$ cat config.mk
export PLATFORM = sky130hd
export DESIGN_NAME = jlur_top
export DESIGN_NICKNAME = d
export VERILOG_FILES = /design/src/verilog/jlur_pkg.sv /design/src/verilog/jlur_mon_if.sv /design/src/verilog/jlur_sysref_gen.sv /design/src/verilog/jlur_align_mon.sv /design/src/verilog/jlur_top.sv
export VERILOG_INCLUDE_DIRS = /design/src /design/src/verilog
export SDC_FILE = /design/constraint.sdc
export NUM_CORES = 1
export LEC_CHECK = 0
export BUFFER_PORTS_ARGS = -buffer_cell sky130_fd_sc_hd__buf_4
export CORE_MARGIN = 2
export CORE_UTILIZATION = 44
export CTS_CLUSTER_DIAMETER = 80
export CTS_CLUSTER_SIZE = 28
export DETAILED_ROUTE_END_ITERATION = 7
export PLACE_DENSITY = 0.64
export SYNTH_ARGS = -nofsm -noshare
export SYNTH_HDL_FRONTEND = slang
export SYNTH_SLANG_ARGS = --single-unit
$ cat constraint.sdc
create_clock -name aclk -period 3.4 [get_ports aclk]
set_input_delay 0.17 -clock aclk [delete_from_list [all_inputs] [get_ports aclk]]
set_output_delay 0.17 -clock aclk [all_outputs]
set_load 0.01 [all_outputs]
$ cat src/verilog/jlur_defines.svh
// Purpose: Offsets, field positions, reset values and counts
// Assumes: Byte addresses on a 32-bit AXI4-Lite bus
// Notes:   Definitions only
`ifndef JLUR_DEFINES_SVH
`define JLUR_DEFINES_SVH
`define JLUR_A_CTRL      8'h00
`define JLUR_A_CFG       8'h04
`define JLUR_A_PER       8'h08
`define JLUR_A_STAT      8'h0C
`define JLUR_A_ISTAT     8'h10
`define JLUR_A_IMASK     8'h14
`define JLUR_CTRL_EN     0
`define JLUR_CTRL_RSYNC  1
`define JLUR_CTRL_TAIL   2
`define JLUR_CTRL_PERIOD 3
`define JLUR_CTRL_PHREQ  4
`define JLUR_CTRL_NCO    5
`define JLUR_IRQ_RESYNC  0
`define JLUR_IRQ_REINIT  1
`define JLUR_IRQ_MISPL   2
`define JLUR_IRQ_MISS    3
`define JLUR_IRQ_PHUP    4
`define JLUR_CTRL_RST    6'h08
`define JLUR_CFG_RST     13'h1F03
`define JLUR_PER_RST     16'h07FF
`define JLUR_IMASK_RST   5'h00
`define JLUR_CGS_CNT     3'h4
`define JLUR_ERR_LIMIT   2'h2
`define JLUR_K28_5       8'hBC
`define JLUR_K28_3       8'h7C
`define JLUR_K28_7       8'hFC
`define JLUR_TAIL_OK     4'h0
`define JLUR_RESP_OK     2'h0
`define JLUR_RESP_ERR    2'h2
`endif

$ cat src/verilog/jlur_pkg.sv
// Purpose: Types and shared helpers of the link upset-recovery controller
// Assumes: Constants come from jlur_defines.svh
// Notes:   State of every module is one packed struct
`include "jlur_defines.svh"
package jlur_pkg;
   typedef enum logic [3:0] {
      JLUR_ST_IDLE = 4'b0001,
      JLUR_ST_CGS  = 4'b0010,
      JLUR_ST_ILAS = 4'b0100,
      JLUR_ST_DATA = 4'b1000
   } jlur_state_type;

   typedef struct packed {
      logic        awv;
      logic [7:0]  awaddr;
      logic        wv;
      logic [31:0] wdata;
      logic [3:0]  wstrb;
      logic        bvalid;
      logic [1:0]  bresp;
      logic        rvalid;
      logic [31:0] rdata;
      logic [1:0]  rresp;
      logic [5:0]  ctrl;
      logic [12:0] cfg;
      logic [15:0] per;
      logic [4:0]  istat;
      logic [4:0]  imask;
      logic [2:0]  pu_sy;
      logic        pu_lvl;
      logic        nco_reinit;
   } jlur_top_st_type;

   typedef struct packed {
      jlur_state_type state;
      logic           sync_n;
      logic [2:0]     cgs_cnt;
      logic [7:0]     oct;
      logic [4:0]     frm;
      logic [1:0]     err_cnt;
      logic [3:0]     ev;
   } jlur_mon_st_type;

   typedef struct packed {
      logic [15:0] cnt;
      logic        trig_d;
      logic        out;
   } jlur_sref_st_type;

   // Byte-lane merge of a write into an old value
   function automatic logic [31:0] jlur_merge(input logic [31:0] o,
                                              input logic [31:0] d,
                                              input logic [3:0]  s);
      logic [31:0] m;
      m = {{8{s[3]}}, {8{s[2]}}, {8{s[1]}}, {8{s[0]}}};
      return (o & ~m) | (d & m);
   endfunction : jlur_merge

   // Register index of a byte address, 7 when unmapped
   function automatic logic [2:0] jlur_reg_idx(input logic [7:0] a);
      if (a == `JLUR_A_CTRL) return 3'h0;
      else if (a == `JLUR_A_CFG) return 3'h1;
      else if (a == `JLUR_A_PER) return 3'h2;
      else if (a == `JLUR_A_STAT) return 3'h3;
      else if (a == `JLUR_A_ISTAT) return 3'h4;
      else if (a == `JLUR_A_IMASK) return 3'h5;
      else return 3'h7;
   endfunction : jlur_reg_idx

   // Control character match
   function automatic logic jlur_is_code(input logic k,
                                         input logic [7:0] d,
                                         input logic [7:0] c);
      return k && (d == c);
   endfunction : jlur_is_code
endpackage : jlur_pkg

$ cat src/verilog/jlur_mon_if.sv
// Purpose: Carrier between register block and alignment monitor
// Assumes: Both ends on aclk
// Notes:   No clocking block
`timescale 1ns/1ps
interface jlur_mon_if;
   import jlur_pkg::*;
   logic [7:0]     frame_len_m1;
   logic [4:0]     mf_len_m1;
   logic           tail_en;
   logic           link_en;
   logic           force_resync;
   jlur_state_type state;
   logic           sync_n;
   logic [1:0]     err_cnt;
   logic [3:0]     ev;
   modport ctrl (output frame_len_m1, mf_len_m1, tail_en, link_en,
                 force_resync, input state, sync_n, err_cnt, ev);
   modport mon  (input frame_len_m1, mf_len_m1, tail_en, link_en,
                 force_resync, output state, sync_n, err_cnt, ev);
endinterface : jlur_mon_if

$ cat src/verilog/jlur_sysref_gen.sv
// Purpose: Periodic and on-demand SYSREF pulse generator
// Assumes: Trigger is a level from logic on aclk
// Notes:   Pulse is one aclk cycle wide
`timescale 1ns/1ps
module jlur_sysref_gen
   import jlur_pkg::*;
(
   input  wire logic        aclk,
   input  wire logic        aresetn,
   input  wire logic [15:0] period,
   input  wire logic        periodic_en,
   input  wire logic        trig,
   output logic             sysref
);
   jlur_sref_st_type r_ff, nxt_r;

   // Trigger edge wins; else reload from the period counter
   always_comb begin
      nxt_r = r_ff;
      nxt_r.out = 1'b0;
      nxt_r.trig_d = trig;
      if (trig && !r_ff.trig_d) begin
         nxt_r.out = 1'b1;
         nxt_r.cnt = period;
      end else if (periodic_en) begin
         if (r_ff.cnt == 16'h0000) begin
            nxt_r.out = 1'b1;
            nxt_r.cnt = period;
         end else begin
            nxt_r.cnt = r_ff.cnt - 16'h0001;
         end
      end
   end

   always_ff @(posedge aclk) begin
      if (!aresetn) r_ff <= '0;
      else r_ff <= nxt_r;
   end

   assign sysref = r_ff.out;
endmodule : jlur_sysref_gen

$ cat src/verilog/jlur_align_mon.sv
// Purpose: Frame and multiframe alignment monitor, SYNC owner
// Assumes: Decoded characters arrive on aclk, one per valid cycle
// Notes:   Replacement prediction comes from the descrambler
`timescale 1ns/1ps
module jlur_align_mon
   import jlur_pkg::*;
(
   input  wire logic       aclk,
   input  wire logic       aresetn,
   jlur_mon_if.mon         mif,
   input  wire logic       rx_valid,
   input  wire logic       rx_is_k,
   input  wire logic [7:0] rx_data,
   input  wire logic       rx_repl_predict,
   input  wire logic [3:0] rx_tail
);
   localparam jlur_mon_st_type RST = '{state: JLUR_ST_IDLE, default: '0};
   jlur_mon_st_type r_ff, nxt_r;
   logic [7:0] po;
   logic [4:0] pf;
   logic k285, isa, isf, fend, mend, misp, miss, tbad, good, bad, chk;

   // Classify the character against the tracked frame position
   always_comb begin
      nxt_r = r_ff;
      nxt_r.ev = 4'h0;
      po = (r_ff.state == JLUR_ST_ILAS) ? 8'h00 : r_ff.oct;
      pf = (r_ff.state == JLUR_ST_ILAS) ? 5'h00 : r_ff.frm;
      k285 = jlur_is_code(rx_is_k, rx_data, `JLUR_K28_5);
      isa = jlur_is_code(rx_is_k, rx_data, `JLUR_K28_3);
      isf = jlur_is_code(rx_is_k, rx_data, `JLUR_K28_7);
      fend = (po == mif.frame_len_m1);
      mend = fend && (pf == mif.mf_len_m1);
      misp = (isa && !mend) || (isf && !fend);
      // Prediction is only reliable with scrambling on both ends
      miss = rx_repl_predict && ((mend && !isa) ||
             (fend && !mend && !isf));
      tbad = mif.tail_en && fend && (rx_tail != `JLUR_TAIL_OK);
      good = (isa && mend) || (isf && fend && !mend);
      bad = misp || miss || tbad;
      chk = rx_valid && !k285 && (r_ff.state == JLUR_ST_DATA ||
            r_ff.state == JLUR_ST_ILAS);
      case (r_ff.state)
         JLUR_ST_IDLE: begin
            nxt_r.sync_n = 1'b0;
            if (mif.link_en) begin
               nxt_r.state = JLUR_ST_CGS;
               nxt_r.cgs_cnt = 3'h0;
            end
         end
         JLUR_ST_CGS: begin
            if (rx_valid) begin
               if (!k285) nxt_r.cgs_cnt = 3'h0;
               else if (r_ff.cgs_cnt == `JLUR_CGS_CNT - 3'h1) begin
                  nxt_r.sync_n = 1'b1;
                  nxt_r.state = JLUR_ST_ILAS;
               end else nxt_r.cgs_cnt = r_ff.cgs_cnt + 3'h1;
            end
         end
         JLUR_ST_ILAS, JLUR_ST_DATA: begin
            if (rx_valid && k285 && r_ff.state == JLUR_ST_DATA) begin
               // Far end restarted on its own; SYNC stays released
               nxt_r.state = JLUR_ST_CGS;
               nxt_r.cgs_cnt = 3'h0;
               nxt_r.err_cnt = 2'h0;
               nxt_r.ev[`JLUR_IRQ_REINIT] = 1'b1;
            end else if (chk) begin
               nxt_r.state = JLUR_ST_DATA;
               nxt_r.oct = fend ? 8'h00 : po + 8'h01;
               nxt_r.frm = mend ? 5'h00 : (fend ? pf + 5'h01 : pf);
               nxt_r.ev[`JLUR_IRQ_MISPL] = misp || tbad;
               nxt_r.ev[`JLUR_IRQ_MISS] = miss;
               if (bad) begin
                  if (r_ff.err_cnt == `JLUR_ERR_LIMIT - 2'h1) begin
                     nxt_r.state = JLUR_ST_CGS;
                     nxt_r.sync_n = 1'b0;
                     nxt_r.cgs_cnt = 3'h0;
                     nxt_r.err_cnt = 2'h0;
                     nxt_r.ev[`JLUR_IRQ_RESYNC] = 1'b1;
                  end else nxt_r.err_cnt = r_ff.err_cnt + 2'h1;
               end else if (good) nxt_r.err_cnt = 2'h0;
            end
         end
         default: nxt_r.state = JLUR_ST_IDLE;
      endcase
      if (mif.force_resync && r_ff.state != JLUR_ST_IDLE) begin
         nxt_r.state = JLUR_ST_CGS;
         nxt_r.sync_n = 1'b0;
         nxt_r.cgs_cnt = 3'h0;
         nxt_r.err_cnt = 2'h0;
         nxt_r.ev[`JLUR_IRQ_RESYNC] = 1'b1;
      end
      if (!mif.link_en) begin
         nxt_r.state = JLUR_ST_IDLE;
         nxt_r.sync_n = 1'b0;
         nxt_r.err_cnt = 2'h0;
      end
   end

   always_ff @(posedge aclk) begin
      if (!aresetn) r_ff <= RST;
      else r_ff <= nxt_r;
   end

   assign mif.state = r_ff.state;
   assign mif.sync_n = r_ff.sync_n;
   assign mif.err_cnt = r_ff.err_cnt;
   assign mif.ev = r_ff.ev;
endmodule : jlur_align_mon

$ cat src/verilog/jlur_top.sv
// Purpose: Receiver-side upset-recovery controller of a JESD204B link
// Assumes: aclk 20 MHz, synchronous active-low reset, AXI4-Lite slave
// Notes:   Phase upset flag arrives on a pin and is resynchronised
//
// Decided for this implementation: the AXI4-Lite slave port and the placing of the registers.
`timescale 1ns/1ps
// Contract
// - Keep SYSREF running periodically, period programmable
// - Pulse SYSREF whenever SYNC gets asserted
// - Monitor frame and multiframe alignment continuously
// - Misplaced: alignment character not at end
// - Missing: predicted alignment character absent
// - Two errors without good one: assert SYNC
// - Scrambling on both ends for recovery
// - Far-end K28.5 without SYNC: realign
// - Bad tail bits count as misalignment
// - Reinitialise oscillator after upset when syncing
module jlur_top
   import jlur_pkg::*;
(
   input  wire logic        aclk,
   input  wire logic        aresetn,
   input  wire logic [7:0]  s_axi_awaddr,
   input  wire logic        s_axi_awvalid,
   output logic             s_axi_awready,
   input  wire logic [31:0] s_axi_wdata,
   input  wire logic [3:0]  s_axi_wstrb,
   input  wire logic        s_axi_wvalid,
   output logic             s_axi_wready,
   output logic [1:0]       s_axi_bresp,
   output logic             s_axi_bvalid,
   input  wire logic        s_axi_bready,
   input  wire logic [7:0]  s_axi_araddr,
   input  wire logic        s_axi_arvalid,
   output logic             s_axi_arready,
   output logic [31:0]      s_axi_rdata,
   output logic [1:0]       s_axi_rresp,
   output logic             s_axi_rvalid,
   input  wire logic        s_axi_rready,
   input  wire logic        rx_valid,
   input  wire logic        rx_is_k,
   input  wire logic [7:0]  rx_data,
   input  wire logic        rx_repl_predict,
   input  wire logic [3:0]  rx_tail,
   input  wire logic        phase_upset_flag,
   output logic             sync_n,
   output logic             sysref,
   output logic             nco_reinit,
   output logic             irq
);
   localparam jlur_top_st_type RST = '{
      ctrl:  `JLUR_CTRL_RST,
      cfg:   `JLUR_CFG_RST,
      per:   `JLUR_PER_RST,
      imask: `JLUR_IMASK_RST,
      default: '0};

   jlur_top_st_type r_ff, nxt_r;
   jlur_mon_if      mif ();
   logic            wr;
   logic [31:0]     wd;
   logic [2:0]      widx;
   logic [2:0]      ridx;
   logic            pu_rise;
   logic [4:0]      set;
   logic [4:0]      clr;

   // Alignment monitor owns SYNC and the frame position
   jlur_align_mon u_mon (
      .aclk            (aclk),
      .aresetn         (aresetn),
      .mif             (mif.mon),
      .rx_valid        (rx_valid),
      .rx_is_k         (rx_is_k),
      .rx_data         (rx_data),
      .rx_repl_predict (rx_repl_predict),
      .rx_tail         (rx_tail)
   );

   // SYSREF fires on SYNC assertion and on every period
   jlur_sysref_gen u_sref (
      .aclk        (aclk),
      .aresetn     (aresetn),
      .period      (r_ff.per),
      .periodic_en (r_ff.ctrl[`JLUR_CTRL_PERIOD]),
      .trig        (!mif.sync_n),
      .sysref      (sysref)
   );

   // Configuration toward the monitor
   assign mif.frame_len_m1 = r_ff.cfg[7:0];
   assign mif.mf_len_m1 = r_ff.cfg[12:8];
   assign mif.tail_en = r_ff.ctrl[`JLUR_CTRL_TAIL];
   assign mif.link_en = r_ff.ctrl[`JLUR_CTRL_EN];
   assign mif.force_resync = r_ff.ctrl[`JLUR_CTRL_RSYNC];

   // Registers, bus handshakes, pin synchroniser and events
   always_comb begin
      nxt_r = r_ff;
      clr = 5'h00;
      wr = r_ff.awv && r_ff.wv && !r_ff.bvalid;
      widx = jlur_reg_idx(r_ff.awaddr);
      ridx = jlur_reg_idx(s_axi_araddr);
      wd = jlur_merge(32'h0000_0000, r_ff.wdata, r_ff.wstrb);
      nxt_r.ctrl[`JLUR_CTRL_RSYNC] = 1'b0;
      nxt_r.ctrl[`JLUR_CTRL_NCO] = 1'b0;
      nxt_r.nco_reinit = r_ff.ctrl[`JLUR_CTRL_NCO];
      // Flag counts once the second and third stages agree
      nxt_r.pu_sy = {r_ff.pu_sy[1:0], phase_upset_flag};
      if (r_ff.pu_sy[2] == r_ff.pu_sy[1]) nxt_r.pu_lvl = r_ff.pu_sy[2];
      pu_rise = (r_ff.pu_sy[2] == r_ff.pu_sy[1]) && r_ff.pu_sy[2]
                && !r_ff.pu_lvl;
      // One reinit per upset edge; the device re-flags on sync
      if (pu_rise && r_ff.ctrl[`JLUR_CTRL_PHREQ])
         nxt_r.nco_reinit = 1'b1;
      set = {pu_rise, mif.ev};
      // Address and data are taken independently
      if (s_axi_awvalid && s_axi_awready) begin
         nxt_r.awv = 1'b1;
         nxt_r.awaddr = s_axi_awaddr;
      end
      if (s_axi_wvalid && s_axi_wready) begin
         nxt_r.wv = 1'b1;
         nxt_r.wdata = s_axi_wdata;
         nxt_r.wstrb = s_axi_wstrb;
      end
      if (r_ff.bvalid && s_axi_bready) nxt_r.bvalid = 1'b0;
      if (wr) begin
         nxt_r.awv = 1'b0;
         nxt_r.wv = 1'b0;
         nxt_r.bvalid = 1'b1;
         nxt_r.bresp = `JLUR_RESP_OK;
         if (widx == 3'h0) begin
            nxt_r.ctrl = 6'(jlur_merge({26'h0, r_ff.ctrl}, r_ff.wdata,
                                       r_ff.wstrb));
         end else if (widx == 3'h1) begin
            nxt_r.cfg = 13'(jlur_merge({19'h0, r_ff.cfg}, r_ff.wdata,
                                       r_ff.wstrb));
         end else if (widx == 3'h2) begin
            nxt_r.per = 16'(jlur_merge({16'h0, r_ff.per}, r_ff.wdata,
                                       r_ff.wstrb));
         end else if (widx == 3'h4) begin
            clr = wd[4:0];
         end else if (widx == 3'h5) begin
            nxt_r.imask = 5'(jlur_merge({27'h0, r_ff.imask}, r_ff.wdata,
                                        r_ff.wstrb));
         end else if (widx == 3'h3) begin
            nxt_r.bresp = `JLUR_RESP_OK;
         end else begin
            nxt_r.bresp = `JLUR_RESP_ERR;
         end
      end
      // Set wins over a write-one clear in the same cycle
      nxt_r.istat = (r_ff.istat & ~clr) | set;
      if (r_ff.rvalid && s_axi_rready) nxt_r.rvalid = 1'b0;
      if (s_axi_arvalid && s_axi_arready) begin
         nxt_r.rvalid = 1'b1;
         nxt_r.rresp = `JLUR_RESP_OK;
         nxt_r.rdata = 32'h0000_0000;
         if (ridx == 3'h0) nxt_r.rdata[5:0] = r_ff.ctrl;
         else if (ridx == 3'h1) nxt_r.rdata[12:0] = r_ff.cfg;
         else if (ridx == 3'h2) nxt_r.rdata[15:0] = r_ff.per;
         else if (ridx == 3'h3) begin
            nxt_r.rdata[3:0] = mif.state;
            nxt_r.rdata[4] = mif.sync_n;
            nxt_r.rdata[5] = r_ff.pu_lvl;
            nxt_r.rdata[9:8] = mif.err_cnt;
         end else if (ridx == 3'h4) nxt_r.rdata[4:0] = r_ff.istat;
         else if (ridx == 3'h5) nxt_r.rdata[4:0] = r_ff.imask;
         else nxt_r.rresp = `JLUR_RESP_ERR;
      end
   end

   always_ff @(posedge aclk) begin
      if (!aresetn) r_ff <= RST;
      else r_ff <= nxt_r;
   end

   // Ready is held low while a previous answer is pending
   assign s_axi_awready = !r_ff.awv && !r_ff.bvalid;
   assign s_axi_wready = !r_ff.wv && !r_ff.bvalid;
   assign s_axi_arready = !r_ff.rvalid;
   assign s_axi_bvalid = r_ff.bvalid;
   assign s_axi_bresp = r_ff.bresp;
   assign s_axi_rvalid = r_ff.rvalid;
   assign s_axi_rdata = r_ff.rdata;
   assign s_axi_rresp = r_ff.rresp;
   assign sync_n = mif.sync_n;
   assign nco_reinit = r_ff.nco_reinit;
   assign irq = |(r_ff.istat & ~r_ff.imask);
endmodule : jlur_top

==> flow_summary_export.csv, run 1 <==
group,metric,value,unit
status,outcome,"complete, no violations",
logic_synthesis,synth_top_area_cell,"dfxtp_1",
logic_synthesis,synth_top_family_by_area,"simple AND/OR/NAND/NOR gates",
timing,hold_violations,0,
power,p_sw_share,25.60,%
finish,area_growth,19.20,%
critical_path,critPathTopFamily,"simple AND/OR/NAND/NOR gates",
timing,finalCritPeriodShare,84.42,%
routing,vias_per_cell,5.376,
place,dpl.hpwl,12950,um
logic_synthesis,synth-xor-area-share,1.555,%
power,leakagePower,3.496,nW
logic_synthesis,synth_compound_area_share,19.78,%
hold_path,hold_class,"input pin to flop",
logic_synthesis,syn_avg_cell_area,8.182,um2
run,drv_cap,0,
clocking,clk_pin_slew_worst_paths,0.06,ns
clocking,ctsLongestPathBuffers,2,
critical_path,required,3.72,ns
routing,drtAntennaViolNets,0,
die,rows,47,
power,power_switching,1.016,mW
logic_synthesis,synth-seq-cells,143,
logic_synthesis,muxShareOfSynthArea,3.554,%
hold_path,whs_path_depth,3,
place,place_congestion,0.8340,
timing,hold_ws,0.008843,ns
logic_synthesis,yosysWarnings,0,
logic_synthesis,yosys-top-cells-count,"143 x dfxtp_1, 141 x nand2_1, 58 x nor2_1",
timing,final.setup.tns,0,ns
timing,max_slew_margin,49.70,%
critical_path,cp_data_arrival_time,3.19,ns
clocking,numCtsBuffers,17,
critical_path,cp.depth,8,
timing,setup-violations-final,0,
finish,antennaDiodeCount,0,
clocking,clk_latency,0.43,ns
timing,drv_slew,0,
timing,fmax,348.4,MHz
die,initial_core_util,44.64,%
power,powerDensity,454.9,mW/mm2
logic_synthesis,synthSimpleGateAreaFrac,27.54,%
die,die_h,133.0,um
power,pwr-share-seq,45.1,%
routing,finalWirelength,18320,um
logic_synthesis,netlist_top_cells_area,"dfxtp_1 39%, nand2_1 7.2%, a21boi_0 4.0%",
critical_path,start_kind,"flop",
clocking,cts_tree,"yes",
critical_path,critical_path_class,"flop to flop",
grt,grt_max_degree,58,
die,dieWidth,133.0,um
routing,wl_per_cell,15.26,um
die,core_region_area,0.01641,mm2
power,clkPwrFrac,46.0,%
critical_path,critPathSlowestCell,"dfxtp_1",
clocking,root_buffer,"clkbuf_16",
routing,vias,6457,
routing,route.detailed.drc,0,
timing,fin_crit,2.870,ns
critical_path,end_kind,"flop",
logic_synthesis,synthAdderAreaFrac,1.025,%
timing,rsz0062_at_grt,"no",
clocking,htreeDepth,4,
grt,grt_pass1_vias,5948,
timing,worstMarginPinSlew,0.7530,ns
critical_path,slowest_delay,0.59,ns
power,power,3.971,mW
logic_synthesis,yosys.area.top_type_share,39.09,%
critical_path,cp_cell_sequence,"nor4b_4 -> buf_4 -> nor2_1 -> o32ai_1 -> and4_1 -> a211oi_1 -> and3_1 -> a311o_1",
place,port_buffers,83,
clocking,cts.sinks,143,
logic_synthesis,synth_edf_count,0,
routing,first_pass_iters,5,
logic_synthesis,synth_area,0.007323,mm2
grt,gr-total-overflow,0,
power,peakVddDrop,0.0003985,V
grt,grt_pass1_wl,30330,um
clocking,postCtsSetupBuffers,0,
finish,final_nets,1049,
finish,drive_gt1_share,14.37,%
logic_synthesis,yosysSeqAreaShare,39.09,%
grt,grt_antenna_before_repair,0,
power,combPwrFrac,9.0,%
logic_synthesis,synth.most_common_cell,"dfxtp_1",
critical_path,worst-path-max-fanout,19,
grt,grtUsageTotal,21.36,%
critical_path,reg2reg_depth,8,
logic_synthesis,ys_types,68,
die,num_io_pins,120,
critical_path,cp_num_buf_inv,1,
timing,finClkSkew,0.007307,ns
routing,drtIter0Drc,524,
power,p_int,2.954,mW
logic_synthesis,async_flop_share,0,%
die,dieArea,0.01769,mm2
logic_synthesis,syn_inst,895,
logic_synthesis,synth_ff_type,"dfxtp_1",
stage by stage:
step                util, %  area, um2  setup WS [ns]  instances
detailed placement    48.18       7905         0.5575       1144
floorplan                 -       7387         0.9711        912
global route          53.21       8730         0.3285       1201
global placement      48.18       7905         0.6063       1144
CTS                   53.21       8730         0.5227       1201
finish                53.21       8730         0.5296       1201
final timing paths:
kind / slack, ns / start / end
min reg2reg: 0.44 / nxt_r[3]$_SDFF_PN0_ / nxt_r[4]$_SDFF_PN0_
min: 0.009 / s_axi_bready / s_axi_bvalid$_SDFFE_PN0P_
max: 0.53 / u_mon.mif.state[2]$_SDFFE_PP0P_ / u_mon.r_ff[9]$_SDFFE_PN0P_
max reg2reg: 0.53 / u_mon.mif.state[2]$_SDFFE_PP0P_ / u_mon.r_ff[9]$_SDFFE_PN0P_
power groups by stage:
stage               logic [mW]  registers (mW)  clock network (mW)
floorplan                0.245            1.80                   0
global placement         0.329            1.82                   0
detailed placement       0.332            1.83                   0
CTS                      0.356            1.79                1.86
global route             0.398            1.80                1.94
finish                   0.356            1.79                1.83
area by class of cell:
class	count	area, um2
Clock buffer	20	446.7
Clock inverter	12	127.6
Fill cell	1571	7677
Inverter	17	63.81
Multi-Input combinational cell	668	3983
Sequential cell	143	2863
Tap cell	220	275.3
Timing Repair Buffer	121	970.9
tightest hold or removal path, cell delays in order:
cell,delay (ns)
buf_4,0.07
nand2b_1,0.08
a21boi_0,0.07
metal layers:
layer	part of all wire [%]	GRT usage [%]	routed length, um	vias to the layer above
met2	43	31.95	7841	177
met3	4.9	4.330	904	23
met4	2.1	8.065	377	0
met5	0	0	0	-
li1	-	-	-	3276
met1	50	30.31	9201	2981
cells by family (layout without fill, tap and decap cells):
family                     Yosys count  in the layout
xor gates and xnor gates            13             13
buffers and inverters              101            170
adders and majority gates            6              6
muxes                               26             26
AOI/OAI and AO/OA                  212            212
DFF                                143            143
other                                1             18
and+or+nand+nor                    393            393
what timing repair did:
item | 4_1_cts | 5_1_grt
resized for setup | 0 | 0
hold buffers | 25 | 0
endpoints found under the hold margin | 24 | 0
placed cells by master, fill, tap and decap left out, types with 7 or more instances in the layout:
| master | Yosys | routed |
|---|---|---|
| o21ai_0 | 28 | 28 |
| nand2b_1 | 7 | 7 |
| a21boi_0 | 39 | 39 |
| a22oi_1 | 8 | 8 |
| nor2_1 | 58 | 58 |
| conb_1 | 1 | 18 |
| dfxtp_1 | 143 | 143 |
| dlygate4sd3_1 | 0 | 25 |
| nand3_1 | 30 | 30 |
| and2_1 | 20 | 20 |
| clkbuf_16 | 0 | 17 |
| a21oi_1 | 51 | 51 |
| and3_1 | 8 | 8 |
| inv_1 | 17 | 17 |
| xnor2_1 | 10 | 10 |
| or3_1 | 10 | 10 |
| a31oi_1 | 11 | 11 |
| a221oi_1 | 17 | 17 |
| buf_4 | 37 | 96 |
| nor3b_1 | 11 | 11 |
| nor3_1 | 21 | 21 |
| nor2b_1 | 42 | 42 |
| nand2_1 | 141 | 141 |
| mux2i_1 | 26 | 26 |
(Power assumes the default switching activity.)
==> run 2, diff against run 1 <==
--- a/config.mk
+++ b/config.mk
@@ -6,13 +6,14 @@
 export SDC_FILE = /design/constraint.sdc
 export NUM_CORES = 1
 export LEC_CHECK = 0
+export ABC_AREA = 1
 export BUFFER_PORTS_ARGS = -buffer_cell sky130_fd_sc_hd__buf_4
 export CORE_MARGIN = 2
 export CORE_UTILIZATION = 44
 export CTS_CLUSTER_DIAMETER = 80
 export CTS_CLUSTER_SIZE = 28
 export DETAILED_ROUTE_END_ITERATION = 7
-export PLACE_DENSITY = 0.64
+export PLACE_DENSITY = 0.66
 export SYNTH_ARGS = -nofsm -noshare
 export SYNTH_HDL_FRONTEND = slang
 export SYNTH_SLANG_ARGS = --single-unit
==> constraint.sdc (replaced) <==
create_clock -name aclk -period 2.57 [get_ports aclk]
set_input_delay 0.1285 -clock aclk [delete_from_list [all_inputs] [get_ports aclk]]
set_output_delay 0.1285 -clock aclk [all_outputs]
set_load 0.01 [all_outputs]
==> flow_summary_export.csv, run 2 <==
group,metric,value,unit
finish,final_cells,1343,
timing,setup-violations-final,0,
logic_synthesis,syn_inst,1021,
place,placed_cells,1285,
logic_synthesis,ys_types,49,
critical_path,end_kind,"flop",
finish,area_growth,21.81,%
finish,fillers,1576,
timing,fin_crit,2.287,ns
routing,wl_per_cell,14.18,um
hold_path,min_to,"r_ff[103]$_SDFFE_PN0P_",
critical_path,reg2reg_depth,18,
critical_path,start_kind,"flop",
timing,finClkSkew,0.007993,ns
critical_path,critPathTopFamily,"simple AND/OR/NAND/NOR gates",
finish,final_nets,1195,
critical_path,critical_path_class,"flop to flop",
critical_path,timing.rr.end,"u_mon.r_ff[20]$_SDFFE_PP0P_",
place,dpl.hpwl,13960,um
critical_path,worst-path-max-fanout,35,
grt,grtUsageTotal,22.78,%
clocking,ctsLongestPathBuffers,2,
timing,hold_violations,0,
routing,vias_per_cell,5.081,
logic_synthesis,synth_top_area_cell,"dfxtp_1",
hold_path,hold_class,"input pin to flop",
timing,worstMarginPinSlew,0.9113,ns
timing,drv_slew,0,
routing,drtAntennaViolNets,0,
power,powerDensity,620.0,mW/mm2
critical_path,cp_data_arrival_time,2.61,ns
logic_synthesis,yosysSeqAreaShare,40.35,%
logic_synthesis,netlist_top_cells_area,"dfxtp_1 40%, nand2_1 10%, inv_1 6.9%",
place,place_congestion,0.9496,
power,peakVddDrop,0.0004719,V
logic_synthesis,synth.most_common_cell,"nand2_1",
die,dieArea,0.01716,mm2
routing,finalWirelength,19040,um
clocking,cts.sinks,143,
power,power,5.359,mW
run,drv_cap,0,
finish,final_cell_mix,"191 x nand2_1, 143 x dfxtp_1, 131 x inv_1, 110 x nor2_1, 100 x buf_4",
die,core_region_area,0.01583,mm2
grt,grt_antenna_before_repair,0,
routing,route.detailed.drc,0,
grt,grt_max_degree,39,
clocking,postCtsSetupBuffers,0,
logic_synthesis,synthSimpleGateAreaFrac,25.73,%
timing,fmax,437.2,MHz
power,leakagePower,3.832,nW
logic_synthesis,syn_avg_cell_area,6.950,um2
critical_path,critPathSlowestCell,"dfxtp_1",
die,num_io_pins,120,
logic_synthesis,synth_ff_type,"dfxtp_1",
finish,final_common_cell,"nand2_1",
die,initial_core_util,44.83,%
clocking,clk_pin_slew_worst_paths,0.06,ns
place,port_buffers,83,
critical_path,required,2.90,ns
hold_path,whs_path_depth,3,
die,die_h,131.0,um
hold_path,hold_path_startpoint,"s_axi_wdata[11]",
grt,grt_pass1_wl,30060,um
critical_path,cp_cell_sequence,"nor2_2 -> nand2_8 -> nand2_1 -> nand2_1 -> nand2_1 -> nand2_1 -> nor2_1 -> nand2_1 -> nand2_1 -> nand2_1 -> nand2_1 -> clkinv_2 -> nand2_2 -> nand2_1 -> nand2_1 -> nand3_1 -> nand2_1 -> nor2_1",
timing,final.setup.tns,0,ns
die,rows,46,
clocking,root_buffer,"clkbuf_16",
logic_synthesis,yosys-top-cells-count,"192 x nand2_1, 143 x dfxtp_1, 131 x inv_1",
critical_path,crit_top_cell,"nand2_1",
clocking,numCtsBuffers,17,
timing,max_slew_margin,37.67,%
grt,gr-total-overflow,0,
logic_synthesis,yosysWarnings,0,
finish,drive_gt1_share,13.31,%
logic_synthesis,synth-seq-cells,143,
logic_synthesis,synth_compound_area_share,17.88,%
timing,finalCritPeriodShare,88.99,%
finish,antennaDiodeCount,0,
logic_synthesis,async_flop_share,0,%
logic_synthesis,yosys.area.top_type_share,40.35,%
clocking,clk_latency,0.42,ns
routing,drtIter0Drc,404,
logic_synthesis,synth-xor-area-share,1.852,%
critical_path,rrSetupSlack,0.28,ns
clocking,htreeDepth,4,
critical_path,r2r-start,"u_mon.mif.state[0]$_SDFFE_PN1P_",
timing,rsz0062_at_grt,"no",
logic_synthesis,synth_edf_count,0,
logic_synthesis,synthAdderAreaFrac,1.058,%
routing,first_pass_iters,5,
logic_synthesis,synth_area,0.007096,mm2
clocking,cts_tree,"yes",
logic_synthesis,synth_top_family_by_area,"simple AND/OR/NAND/NOR gates",
routing,vias,6824,
critical_path,slowest_delay,0.34,ns
grt,grt_pass1_vias,6099,
critical_path,cp_num_buf_inv,1,
status,outcome,"complete, no violations",
die,dieWidth,131.0,um
logic_synthesis,muxShareOfSynthArea,0.1411,%
[run 2: cell count changes after synthesis, sizes merged, moves of 30 or more]
cell	change
nor2b	-42
a21boi	-40
o21ai	+60
nand2	+56
nand3	+40
inv	+115
nor2	+56
a21oi	+30
[run 2: through the flow]
step           hold WS (ns)  cell area (um2)  setup slack, ns  utilization [%]
2_1_floorplan        0.2261             7159           0.5132                -
3_3_place_gp         0.3132             7770           0.2781            49.09
3_5_place_dp         0.3204             7770           0.2526            49.09
4_1_cts             0.01028             8632           0.2251            54.54
5_1_grt             0.01185             8643         0.008775            54.61
6_report            0.01697             8643           0.2828            54.61
[run 2: routing by layer]
metal	share of wire (%)	global-route usage [%]	up-vias
met2	46	36.39	206
met1	46	29.45	3084
met3	5.5	5.171	40
li1	-	-	3494
met5	0	0	-
met4	3.1	10.20	0
[run 2: what timing repair did]
| item | CTS | global route |
|---|---|---|
| endpoints found under the hold margin | 26 | 0 |
| hold buffers | 26 | 0 |
| gates resized for setup | 0 | 2 |
| endpoints found under the setup margin | 0 | 8 |
[run 2: kinds of logic (layout without fill, tap and decap cells)]
| logic type | count (synthesis) | count (layout) |
|---|---|---|
| AOI/OAI and AO/OA | 227 | 227 |
| xor gates and xnor gates | 15 | 15 |
| adders and majority gates | 6 | 6 |
| buffers and inverters | 204 | 293 |
| DFF | 143 | 143 |
| muxes | 1 | 1 |
| other | 1 | 18 |
| and+or+nand+nor | 424 | 424 |
[run 2: worst register-to-register path, stage by stage (launching register included)]
cell	delay [ns]
dfxtp_1	0.34
nor2_2	0.22
nand2_8	0.20
nand2_1	0.20
nand2_1	0.07
nand2_1	0.06
nand2_1	0.05
nor2_1	0.14
nand2_1	0.15
nand2_1	0.09
nand2_1	0.05
nand2_1	0.08
clkinv_2	0.10
nand2_2	0.11
nand2_1	0.05
nand2_1	0.08
nand3_1	0.08
nand2_1	0.08
nor2_1	0.04
[run 2: layout make-up]
cell class / count / area (um2) / share of cell area (%)
multi-input cells: 691 / 3390 / 39.22
flip-flops and latches: 143 / 2863 / 33.12
clock inverters: 13 / 148.9 / 1.723
repair buffers: 126 / 1011 / 11.70
well taps: 216 / 270.3 / 3.127
inverters: 135 / 508.0 / 5.877
clock buffers: 19 / 452.9 / 5.240
[run 2: worst max path at each step]
stage / from / to / slack (ns) / depth (start not counted)
floorplan: u_sref.r_ff[2]$_SDFFE_PN0P_ / u_sref.r_ff[17]$_SDFFE_PN0P_ / 0.51 / 12
global placement: u_mon.mif.state[3]$_SDFFE_PP0P_ / u_mon.r_ff[20]$_SDFFE_PP0P_ / 0.28 / 19
detailed placement: u_mon.mif.state[3]$_SDFFE_PP0P_ / u_mon.r_ff[20]$_SDFFE_PP0P_ / 0.25 / 19
CTS: u_mon.mif.state[3]$_SDFFE_PP0P_ / u_mon.r_ff[20]$_SDFFE_PP0P_ / 0.23 / 19
global route: u_mon.mif.state[0]$_SDFFE_PN1P_ / u_mon.r_ff[20]$_SDFFE_PP0P_ / 0.009 / 18
finish: u_mon.mif.state[0]$_SDFFE_PN1P_ / u_mon.r_ff[20]$_SDFFE_PP0P_ / 0.28 / 18
[run 2: where the power goes]
| part | internal [mW] | switching [mW] |
|---|---|---|
| sequential | 2.29 | 0.0563 |
| clock | 1.50 | 1.03 |
| combinational | 0.194 | 0.280 |
